--- src/eip_map.svh ---
// Function
// Unmasked request on an input delivers that input's own vector entry.
// Each request input is synchronized; edge or level detection per input.
// A source holds its request asserted until the device acknowledges it.
// Slave mode: type-present strobe captures the interrupt type off the bus.
// Slave mode: master raises request zero before the type-present strobe.
// Slave mode: device drives a request output toward the master.
// Cascade on request zero turns pin two into acknowledge output zero.
// Cascade on request one turns pin three into acknowledge output one.
// Cascade mode: acknowledge output asserted while the type is needed.
// Cascade mode: requesting peripheral supplies the type on acknowledge.
// Demodulation: input feeds timer zero and request two, inverse the others.
// Demodulation: request four marks each high-to-low demodulator transition.
// Demodulation: external timer and request-four pins are ignored internally.
// Level of the shared request-two pin reads in GPIO data bit 31.
// Software bits select mask, edge/level, cascade, slave and demodulation.
// Each asynchronous input passes two system-clock flip-flops first.
`ifndef EIP_MAP_SVH
`define EIP_MAP_SVH

// ----------------------------------------
// Register byte offsets
// ----------------------------------------
`define EIP_OFS_CTRL 12'h000
`define EIP_OFS_PEND 12'h004
`define EIP_OFS_VEC 12'h008
`define EIP_OFS_PINS 12'h00c
`define EIP_OFS_ISTAT 12'h010
`define EIP_OFS_IMASK 12'h014

// ----------------------------------------
// Control field positions and reset
// ----------------------------------------
`define EIP_CTRL_MASK_LSB 0
`define EIP_CTRL_LVL_LSB 5
`define EIP_CTRL_CASC0 10
`define EIP_CTRL_CASC1 11
`define EIP_CTRL_SLAVE 12
`define EIP_CTRL_DEMOD 13
`define EIP_CTRL_W 14
`define EIP_CTRL_RST 14'h001f

// ----------------------------------------
// Status events and pin readback bits
// ----------------------------------------
`define EIP_EV_ACK 0
`define EIP_EV_TYPE 1
`define EIP_EV_FALL 2
`define EIP_EV_W 3
`define EIP_PIN_B31 31
`define EIP_PIN_B30 30
`define EIP_VEC_BASE_DEF 8'h20

`endif

--- src/eip_pkg.sv ---
package eip_pkg;

  // Acknowledge sequence states
  typedef enum logic [1:0]
  {
    ST_IDLE = 2'b00,
    ST_CASC = 2'b01
  } eip_state_type;

  // Interrupt type as delivered to the core
  typedef logic [7:0] eip_vec_type;

endpackage

--- src/eip_sync.sv ---
`timescale 1ns/1ps
module eip_sync #(
  parameter int W = 7
) (
  input wire logic CLK,
  input wire logic SYS_RST,
  input wire logic [W-1:0] D,
  output logic [W-1:0] Q
);
  logic [W-1:0] s1_q, s1_d;
  logic [W-1:0] s2_q, s2_d;

  // Two stages; only the second stage leaves this module
  always_comb
  begin
    s1_d = D;
    s2_d = s1_q;
  end

  always_ff @(posedge CLK)
  begin
    if (SYS_RST)
    begin
      s1_q <= '0;
      s2_q <= '0;
    end
    else
    begin
      s1_q <= s1_d;
      s2_q <= s2_d;
    end
  end

  assign Q = s2_q;
endmodule

--- src/eip_top.sv ---
// The APB slave port and the register addresses are this design's own decisions.
`timescale 1ns/1ps
`include "eip_map.svh"
module eip_top #(
  parameter logic [7:0] VEC_BASE = `EIP_VEC_BASE_DEF
) (
  input wire logic CLK,
  input wire logic SYS_RST,
  input wire logic PSEL,
  input wire logic PENABLE,
  input wire logic PWRITE,
  input wire logic [11:0] PADDR,
  input wire logic [31:0] PWDATA,
  output logic [31:0] PRDATA,
  output logic PREADY,
  output logic PSLVERR,
  output logic IRQ,
  input wire logic EXT_REQUEST_ZERO,
  input wire logic EXT_REQUEST_ONE,
  input wire logic EXT_REQUEST_TWO_I,
  output logic EXT_REQUEST_TWO_O,
  output logic EXT_REQUEST_TWO_OE,
  input wire logic EXT_REQUEST_THREE_I,
  output logic EXT_REQUEST_THREE_O,
  output logic EXT_REQUEST_THREE_OE,
  input wire logic EXT_REQUEST_FOUR,
  input wire logic TIMER_ZERO_PIN,
  input wire logic TIMER_ONE_PIN,
  output logic TIMER_ZERO_INPUT,
  output logic TIMER_ONE_INPUT,
  input wire logic [7:0] AD_BUS,
  input wire logic TYPE_STROBE,
  input wire logic INTERNAL_REQ,
  output logic CPU_INT_REQ,
  input wire logic CPU_INTA,
  output eip_pkg::eip_vec_type CPU_VECTOR,
  output logic CPU_VECTOR_VALID
);
  import eip_pkg::*;

  // ----------------------------------------
  // Synchronised pins
  // ----------------------------------------
  logic [6:0] raw;
  logic [6:0] s;
  logic [6:0] s_prev_q, s_prev_d;

  assign raw = {TIMER_ONE_PIN, TIMER_ZERO_PIN, EXT_REQUEST_FOUR,
                EXT_REQUEST_THREE_I, EXT_REQUEST_TWO_I,
                EXT_REQUEST_ONE, EXT_REQUEST_ZERO};

  // two-flop synchroniser
  eip_sync #(.W(7)) u_sync (
    .CLK(CLK),
    .SYS_RST(SYS_RST),
    .D(raw),
    .Q(s)
  );

  // ----------------------------------------
  // State declarations
  // ----------------------------------------
  logic [`EIP_CTRL_W-1:0] ctrl_q, ctrl_d;
  logic [4:0] pend_q, pend_d;
  logic [`EIP_EV_W-1:0] istat_q, istat_d;
  logic [`EIP_EV_W-1:0] imask_q, imask_d;
  eip_state_type st_q, st_d;
  eip_vec_type vec_q, vec_d;
  eip_vec_type type_q, type_d;
  logic vval_q, vval_d;
  logic [2:0] chan_q, chan_d;
  logic ack0_q, ack0_d;
  logic ack1_q, ack1_d;
  logic sirq_q, sirq_d;
  logic req_q, req_d;
  logic tim0_q, tim0_d;
  logic tim1_q, tim1_d;

  logic [4:0] mask, lvl;
  logic casc0, casc1, slave, demod;
  logic pulse_demod_input;
  logic [4:0] src, set, clr, cand;
  logic any;
  logic [2:0] idx;
  logic sel_rise;
  logic wr, rd;
  logic [`EIP_EV_W-1:0] ev;

  assign mask = ctrl_q[`EIP_CTRL_MASK_LSB +: 5];
  assign lvl = ctrl_q[`EIP_CTRL_LVL_LSB +: 5];
  assign casc0 = ctrl_q[`EIP_CTRL_CASC0];
  assign casc1 = ctrl_q[`EIP_CTRL_CASC1];
  assign slave = ctrl_q[`EIP_CTRL_SLAVE];
  assign demod = ctrl_q[`EIP_CTRL_DEMOD];
  assign pulse_demod_input = s[2];

  // Lowest index wins among candidates
  function automatic logic [2:0] pick(input logic [4:0] v);
    logic [2:0] r;
    r = 3'd0;
    for (int i = 4; i >= 0; i--)
    begin
      if (v[i])
        r = 3'(i);
    end
    return r;
  endfunction

  // ----------------------------------------
  // Request sources and detection
  // ----------------------------------------
  // demodulator drives request two, inverse request four
  // request-four pin unused while demodulating
  always_comb
  begin
    src = s[4:0];
    src[2] = pulse_demod_input;
    src[4] = demod ? ~pulse_demod_input : s[4];
    set = '0;
    for (int i = 0; i < 5; i++)
    begin
      // edge or level per input
      if (lvl[i])
        set[i] = src[i];
      else
        set[i] = src[i] & ~s_prev_q[i];
    end
    // falling demodulator edge always sets four
    if (demod)
      set[4] = ~pulse_demod_input & s_prev_q[2];
    // Pins turned into outputs cannot request
    if (casc0)
      set[2] = 1'b0;
    if (casc1 || slave)
      set[3] = 1'b0;
    // Slave mode: request one pin is the type strobe
    if (slave)
      set[1] = 1'b0;
  end

  // Candidates for the core after masking
  always_comb
  begin
    cand = pend_q & ~mask;
    any = |cand;
    idx = pick(cand);
  end

  // Type-present strobe on request-one pin
  assign sel_rise = slave & s[1] & ~s_prev_q[1];

  // ----------------------------------------
  // Acknowledge sequence
  // ----------------------------------------
  always_comb
  begin
    st_d = st_q;
    vec_d = vec_q;
    vval_d = 1'b0;
    chan_d = chan_q;
    ack0_d = 1'b0;
    ack1_d = 1'b0;
    clr = '0;
    type_d = type_q;
    // capture type while strobe announces it
    if (sel_rise)
      type_d = AD_BUS;
    case (st_q)
      ST_IDLE:
      begin
        if (CPU_INTA && any)
        begin
          clr[idx] = 1'b1;
          chan_d = idx;
          if ((idx == 3'd0 && casc0) || (idx == 3'd1 && casc1))
          begin
            st_d = ST_CASC;
            ack0_d = (idx == 3'd0);
            ack1_d = (idx == 3'd1);
          end
          else
          begin
            vval_d = 1'b1;
            // vector entry of the chosen input; slave mode delivers the captured type instead
            if (slave)
              vec_d = type_q;
            else
              vec_d = VEC_BASE + 8'(idx);
          end
        end
      end
      ST_CASC:
      begin
        // acknowledge held until type arrives
        ack0_d = (chan_q == 3'd0);
        ack1_d = (chan_q == 3'd1);
        // peripheral places type with strobe
        if (TYPE_STROBE)
        begin
          vec_d = AD_BUS;
          vval_d = 1'b1;
          ack0_d = 1'b0;
          ack1_d = 1'b0;
          st_d = ST_IDLE;
        end
      end
      default:
      begin
        st_d = ST_IDLE;
      end
    endcase
  end

  // ----------------------------------------
  // Pending flags and pin outputs
  // ----------------------------------------
  // Set wins over the acknowledge clear
  always_comb
  begin
    pend_d = (pend_q & ~clr) | set;
    if (wr && PADDR == `EIP_OFS_PEND)
      pend_d = (pend_d & ~PWDATA[4:0]) | set;
    s_prev_d = s;
    // request to the external master
    sirq_d = slave & INTERNAL_REQ;
    req_d = any & (st_q == ST_IDLE);
    // demodulator routed to the timers
    tim0_d = demod ? pulse_demod_input : s[5];
    tim1_d = demod ? ~pulse_demod_input : s[6];
  end

  // pin two becomes acknowledge zero
  assign EXT_REQUEST_TWO_OE = casc0;
  assign EXT_REQUEST_TWO_O = ack0_q;
  // pin three becomes acknowledge one
  assign EXT_REQUEST_THREE_OE = casc1 | slave;
  assign EXT_REQUEST_THREE_O = slave ? sirq_q : ack1_q;

  // ----------------------------------------
  // APB slave and interrupt status
  // ----------------------------------------
  // Zero-wait slave: every access completes in its first access cycle
  assign wr = PSEL & PENABLE & PWRITE;
  assign rd = PSEL & PENABLE & ~PWRITE;
  assign PREADY = 1'b1;

  always_comb
  begin
    ev = '0;
    ev[`EIP_EV_ACK] = vval_d;
    ev[`EIP_EV_TYPE] = sel_rise;
    ev[`EIP_EV_FALL] = demod & ~pulse_demod_input & s_prev_q[2];
    ctrl_d = ctrl_q;
    imask_d = imask_q;
    istat_d = istat_q;
    // configuration written by software
    if (wr && PADDR == `EIP_OFS_CTRL)
      ctrl_d = PWDATA[`EIP_CTRL_W-1:0];
    if (wr && PADDR == `EIP_OFS_IMASK)
      imask_d = PWDATA[`EIP_EV_W-1:0];
    // Read clears, but a same-cycle event survives
    if (rd && PADDR == `EIP_OFS_ISTAT)
      istat_d = '0;
    istat_d = istat_d | ev;
  end

  // Read mux; unmapped addresses answer with an error
  always_comb
  begin
    PRDATA = '0;
    PSLVERR = 1'b0;
    if (PADDR == `EIP_OFS_CTRL)
      PRDATA[`EIP_CTRL_W-1:0] = ctrl_q;
    else if (PADDR == `EIP_OFS_PEND)
      PRDATA[4:0] = pend_q;
    else if (PADDR == `EIP_OFS_VEC)
      PRDATA[7:0] = vec_q;
    else if (PADDR == `EIP_OFS_PINS)
    begin
      // shared pin level as GPIO bit 31
      PRDATA[`EIP_PIN_B31] = s[2];
      PRDATA[`EIP_PIN_B30] = s[4];
    end
    else if (PADDR == `EIP_OFS_ISTAT)
      PRDATA[`EIP_EV_W-1:0] = istat_q;
    else if (PADDR == `EIP_OFS_IMASK)
      PRDATA[`EIP_EV_W-1:0] = imask_q;
    else
      PSLVERR = PSEL & PENABLE;
  end

  assign IRQ = |(istat_q & imask_q);

  // ----------------------------------------
  // Registers
  // ----------------------------------------
  always_ff @(posedge CLK)
  begin
    if (SYS_RST)
    begin
      ctrl_q <= `EIP_CTRL_RST;
      pend_q <= '0;
      istat_q <= '0;
      imask_q <= '0;
      st_q <= ST_IDLE;
      vec_q <= '0;
      type_q <= '0;
      vval_q <= 1'b0;
      chan_q <= '0;
      ack0_q <= 1'b0;
      ack1_q <= 1'b0;
      sirq_q <= 1'b0;
      req_q <= 1'b0;
      tim0_q <= 1'b0;
      tim1_q <= 1'b0;
      s_prev_q <= '0;
    end
    else
    begin
      ctrl_q <= ctrl_d;
      pend_q <= pend_d;
      istat_q <= istat_d;
      imask_q <= imask_d;
      st_q <= st_d;
      vec_q <= vec_d;
      type_q <= type_d;
      vval_q <= vval_d;
      chan_q <= chan_d;
      ack0_q <= ack0_d;
      ack1_q <= ack1_d;
      sirq_q <= sirq_d;
      req_q <= req_d;
      tim0_q <= tim0_d;
      tim1_q <= tim1_d;
      s_prev_q <= s_prev_d;
    end
  end

  assign CPU_INT_REQ = req_q;
  assign CPU_VECTOR = vec_q;
  assign CPU_VECTOR_VALID = vval_q;
  assign TIMER_ZERO_INPUT = tim0_q;
  assign TIMER_ONE_INPUT = tim1_q;
endmodule

--- config.mk ---
export PLATFORM = sky130hd
export DESIGN_NAME = eip_top
export DESIGN_NICKNAME = d
export VERILOG_FILES = /design/src/eip_pkg.sv /design/src/eip_sync.sv /design/src/eip_top.sv
export VERILOG_INCLUDE_DIRS = /design/src
export SDC_FILE = /design/constraint.sdc
export NUM_CORES = 1
export LEC_CHECK = 0
export BUFFER_PORTS_ARGS = -buffer_cell sky130_fd_sc_hd__buf_2
export CAP_MARGIN = 10
export CORE_AREA = 10 10 93 95
export CTS_CLUSTER_DIAMETER = 50
export CTS_CLUSTER_SIZE = 25
export DETAILED_ROUTE_END_ITERATION = 16
export DIE_AREA = 0 0 103 105
export GPL_ROUTABILITY_DRIVEN = 0
export HOLD_SLACK_MARGIN = 0.03
export PLACE_DENSITY = 0.78
export SYNTH_ARGS = -nofsm -noshare
export SYNTH_HDL_FRONTEND = slang
export SYNTH_SLANG_ARGS = --single-unit
--- constraint.sdc ---
create_clock -name CLK -period 2.7 [get_ports CLK]
set_input_delay 0.135 -clock CLK [delete_from_list [all_inputs] [get_ports CLK]]
set_output_delay 0.135 -clock CLK [all_outputs]
set_load 0.1 [all_outputs]
==> impl_metrics.json, run 1 <==
{
  "status": "completed",
  "powerDensity_nw_per_um2": 545,
  "synth_top_family_by_area": "simple AND/OR/NAND/NOR gates",
  "die-area_um2": 10800,
  "dpl.cell_count": 524,
  "dr_total_vias": 2993,
  "cp_max_fo": 6,
  "rsz0062_at_grt": "no",
  "setup_viol": 0,
  "die_w_um": 103,
  "core_um2": 6760,
  "grt_pass1_vias": 2991,
  "cts_tree": "done",
  "drt_iter0_drc": 256,
  "slew_violations": 0,
  "reg2reg_depth": 6,
  "cts_buffers": 9,
  "ios": 118,
  "area_growth_pct": 20.3,
  "period_share_pct": 80.1,
  "finalHoldViolCount": 0,
  "synth_compound_area_share_pct": 17.8,
  "ys_seq_area_share_pct": 43.1,
  "yosys.area.top_type_share_pct": 43.1,
  "grt_overflow": 0,
  "relSlewSlack_pct": 53.9,
  "cts_hold_buf": 8,
  "path_class": "reg2out",
  "dpl.hpwl_um": 6850,
  "critPathArrivalTime_ps": 2030,
  "antenna_found_initial": 0,
  "hp-start": "PWDATA[11]",
  "clk_pin_slew_worst_paths_ps": 70,
  "drive_above_1_share_pct": 26.1,
  "async_flop_share_pct": 0,
  "netlist_area_um2": 3300,
  "rows": 30,
  "fp.dieH_um": 105,
  "grt_max_degree": 37,
  "synth_area_leader_cell": "dfxtp_1",
  "antenna_cells": 0,
  "post-route-drc-count": 0,
  "cts_root_buffer": "clkbuf_8",
  "initial_core_util_pct": 48.8,
  "final_cells": 547,
  "cap_violations": 0,
  "crit_required_ps": 2570,
  "hold_depth": 3,
  "ctsResizeCount": 0,
  "synth-edff-count": 0,
  "ys_warn_count": 0,
  "synth_xor_area_share_pct": 0,
  "vdd_drop_max_v": 0.000441,
  "synth_area_leaders": "dfxtp_1, nor2b_1, mux2i_1",
  "worst_pin_slew_ps": 690,
  "ant_nets": 0,
  "post_dp_cell_area_um2": 3690,
  "final_util_pct": 58.7,
  "synth_ff_type": "dfxtp_1",
  "min_period_ps": 2160,
  "port-buffer-count": 82,
  "clk_latency_ps": 350,
  "skew_ps": 9.83,
  "start_kind": "flip-flop",
  "setup_tns_ps": 0,
  "yosys_register_bits": 71,
  "r2r_start": "ctrl_q[4]",
  "synthCells": 379,
  "cts_setup_buffers": 0,
  "htreeDepth": 3,
  "design_area_um2": 3970,
  "cts_sinks": 71,
  "fmax_ghz": 0.462,
  "wl_per_cell_um": 17.0,
  "clockBufferDepth": 2,
  "synth_area_per_cell_um2": 8.71,
  "grt_pass1_wl_um": 14600,
  "ys_types": 58,
  "hold_class": "in2reg",
  "muxShareOfSynthArea_pct": 4.89,
  "drt-total-wl_um": 9280,
  "p_leak_nw": 1.74,
  "cp-end-kind": "primary output",
  "viasPerCell": 5.47,
  "yosys.area_share.simple_pct": 25.6,
  "grt_use_total_pct": 16.6,
  "synthAdderAreaFrac_pct": 0,
  "finalNetCount": 530,
  "critical_path.startpoint": "ctrl_q[0]",
  "drtPass1Iterations": 5
}
flip-flops by register name, indices dropped and copies added (netlist names), 5 cells and up:
name         cells
pend_q           5
type_q           8
u_sync.Q         7
ctrl_q          14
u_sync.s1_q      7
CPU_VECTOR       8
s_prev_q         5
path summary, 6_finish.rpt:
check / end / slack, ps
max: PRDATA[0] / 540
min: ctrl_q[11] / 20
max reg2reg: CPU_VECTOR[0] / 850
min reg2reg: u_sync.Q[5] / 440
cells by family (layout without fill, tap and decap cells):
kind of cell,after synthesis,count (layout)
other,2,17
AOI/OAI and AO/OA,77,77
and+or+nand+nor,161,161
buffers and inverters,52,125
DFF,71,71
muxes,16,16
area by class of cell:
class | instances | area [um2]
Fill cell | 588 | 2790
Timing Repair Buffer | 95 | 528
Multi-Input combinational cell | 271 | 1670
Tap cell | 80 | 100
Clock inverter | 4 | 45.0
Sequential cell | 71 | 1420
Inverter | 15 | 56.3
Clock buffer | 11 | 151
per-stage QoR:
stage	setup WS, ps	hold slack [ps]	power, W
2_1_floorplan	-264	215	0.00129
3_3_place_gp	602	343	0.00132
3_5_place_dp	568	348	0.00132
4_1_cts	550	31.3	0.00216
5_1_grt	353	33.3	0.00223
6_report	537	23.4	0.00216
cells in the final DEF (no fill, tap or decap), types with 3 or more instances in the layout:
master | Yosys | routed
buf_2 | 4 | 82
a22o_1 | 5 | 5
nand2_1 | 40 | 40
clkbuf_8 | 0 | 11
o21ai_0 | 4 | 4
clkinv_2 | 0 | 3
buf_4 | 17 | 5
and3_1 | 5 | 5
a211oi_1 | 5 | 5
nor3_1 | 8 | 6
dfxtp_1 | 71 | 71
nor2_1 | 35 | 35
nand3_1 | 11 | 11
mux2i_1 | 15 | 15
nor3_2 | 1 | 3
nand3b_1 | 3 | 3
a311oi_1 | 3 | 3
a31oi_1 | 3 | 3
dlygate4sd3_1 | 0 | 8
nor2b_1 | 26 | 26
conb_1 | 2 | 17
nand2b_1 | 9 | 9
inv_1 | 15 | 15
a211oi_2 | 6 | 6
and2_1 | 8 | 8
a21oi_1 | 25 | 25
a22oi_1 | 4 | 4
power breakdown:
part           total (W)  leakage, nW  internal, W  switching [W]
clock network   0.000851        0.105     0.000467       0.000384
registers        0.00107        0.576      0.00106     0.00000764
logic           0.000242         1.06    0.0000589       0.000183
total            0.00216         1.74      0.00159       0.000574
worst max-delay path: stages, from the launching register on:
cell and delay [ps]:
dfxtp_1 450, nor2b_1 160, a211oi_1 60, a311oi_1 300
a21oi_1 90, nor3_2 170, buf_2 450
cells in the mapped netlist, drive strengths merged (6+ instances only):
| cell | count |
|---|---|
| a211oi | 11 |
| a21oi | 25 |
| and2 | 9 |
| buf | 26 |
| clkbuf | 11 |
| dfxtp | 71 |
| inv | 15 |
| mux2i | 15 |
| nand2 | 41 |
| nand2b | 9 |
| nand3 | 11 |
| nor2 | 35 |
| nor2b | 28 |
| nor3 | 9 |
| o21ai | 6 |
metal layers:
metal | vias up | part of all wire [%] | GRT usage (%)
met5 | - | 0 | 0
met4 | 0 | 2.4 | 6.76
met3 | 21 | 7.7 | 4.68
met2 | 96 | 50 | 28.7
met1 | 1428 | 40 | 18.4
li1 | 1448 | - | -
Note: power is estimated with default switching activity, not from simulation.
==> run 2, diff against run 1 <==
Clock period 2.7 ns to 2.1 ns, I/O delays scaled along.
==> impl_metrics.json, run 2 (same netlist as run 1, synthesis figures left out) <==
{
  "cap_violations": 0,
  "n_fill_cell": 529,
  "antenna_found_initial": 0,
  "drive_above_1_share_pct": 26.0,
  "die-area_um2": 10800,
  "worst_pin_slew_ps": 634,
  "cp-end-kind": "primary output",
  "crit_required_ps": 2000,
  "cts_root_buffer": "clkbuf_8",
  "period_share_pct": 94.1,
  "cts_sinks": 71,
  "die_w_um": 103,
  "rows": 30,
  "slew_violations": 0,
  "relSlewSlack_pct": 57.2,
  "grt_pass1_wl_um": 15300,
  "top_register": "ctrl_q",
  "grt_use_total_pct": 17.7,
  "drtPass1Iterations": 5,
  "post_dp_cell_area_um2": 3980,
  "status": "completed",
  "slowest_delay_ps": 440,
  "finalNetCount": 558,
  "critPathSlowestCell": "dfxtp_1",
  "viasPerCell": 5.41,
  "port-buffer-count": 82,
  "cts_tree": "done",
  "layout_commonest_cell": "dfxtp_1",
  "whs_ps": 82.0,
  "antenna_cells": 0,
  "clk_latency_ps": 350,
  "critical_path.top_delay_family": "simple AND/OR/NAND/NOR gates",
  "clk_pin_slew_worst_paths_ps": 80,
  "htreeDepth": 3,
  "dr_total_vias": 3118,
  "initial_core_util_pct": 48.8,
  "wl_per_cell_um": 16.7,
  "hold_class": "in2reg",
  "powerDensity_nw_per_um2": 627,
  "drt-total-wl_um": 9610,
  "start_kind": "flip-flop",
  "largest_register_ff_count": 14,
  "post-place-ws_ps": 197,
  "area_growth_pct": 35.6,
  "finalHoldViolCount": 0,
  "cts_hold_buf": 30,
  "rsz0062_at_grt": "no",
  "final_cell_mix": "dfxtp_1, buf_2, nand2_1",
  "p_leak_nw": 1.90,
  "clockBufferDepth": 2,
  "ctsResizeCount": 0,
  "setup_viol": 0,
  "vdd_drop_max_v": 0.000521,
  "cts_buffers": 9,
  "post-route-drc-count": 0,
  "drt_iter0_drc": 171,
  "grt_overflow": 0,
  "cp_max_fo": 6,
  "critPathBufInv": 1,
  "cts_setup_buffers": 0,
  "skew_ps": 9.66,
  "fmax_ghz": 0.506,
  "ant_nets": 0,
  "path_class": "reg2out",
  "fp.dieH_um": 105,
  "ios": 118,
  "crit_chain": "nor2b_1 -> a211oi_1 -> a311oi_1 -> a21oi_1 -> nor3_2 -> buf_12",
  "min_period_ps": 1980,
  "dpl.hpwl_um": 6900,
  "setup_tns_ps": 0,
  "layout_setup_ws_ps": 124,
  "critPathArrivalTime_ps": 1870,
  "grt_max_degree": 40,
  "grt_pass1_vias": 3134,
  "core_um2": 6760,
  "design_area_um2": 4470
}
==> run 2: changes by cell type in the layout (fill, tap and decap cells not counted), sizes merged <==
cell	change
clkinvlp	+1
clkbuf	-1
inv	+1
buf	+6
dlygate4sd3	+22
==> run 2: tightest hold or removal path, cell delays in order <==
cell and delay [ps]:
buf_2 90, nand2b_1 120, o2bb2ai_1 70
==> run 2: per-layer routing <==
| layer | share of wire (%) | GRT usage, % | up-vias |
|---|---|---|---|
| met5 | 0 | 0 | - |
| met4 | 2.0 | 6.66 | 0 |
| met3 | 10 | 6.26 | 16 |
| met2 | 49 | 29.4 | 138 |
| met1 | 39 | 20.2 | 1461 |
| li1 | - | - | 1503 |
==> run 2: worst paths after layout <==
check	endpoint	depth (start not counted)	slack, ps	startpoint
min	st_q[0]	3	80	TYPE_STROBE
max	PRDATA[0]	6	120	ctrl_q[0]
max reg2reg	CPU_VECTOR[4]	6	270	pend_q[0]
min reg2reg	u_sync.Q[4]	1	440	u_sync.s1_q[4]
==> run 2: stage by stage <==
stage | total power, W | utilization [%] | instances
floorplan | 0.00166 | - | 394
global placement | 0.00170 | 58.9 | 530
detailed placement | 0.00171 | 58.9 | 530
CTS | 0.00282 | 66.2 | 576
global route | 0.00290 | 66.2 | 576
finish | 0.00281 | 66.2 | 576
==> run 2: final cells by class <==
cell class	count	area [um2]	share of cell area, %
Multi-Input combinational cell	271	1670	37.3
Sequential cell	71	1420	31.8
Timing Repair Buffer	123	1030	23.0
Clock buffer	10	128	2.85
Tap cell	80	100	2.24
Clock inverter	6	68.8	1.54
Inverter	15	56.3	1.26
==> run 2: power breakdown <==
part | total, W | switching (W) | internal (W)
sequential | 0.00138 | 0.00000972 | 0.00137
combinational | 0.000348 | 0.000243 | 0.000105
clock | 0.00108 | 0.000528 | 0.000555
total | 0.00281 | 0.000780 | 0.00203
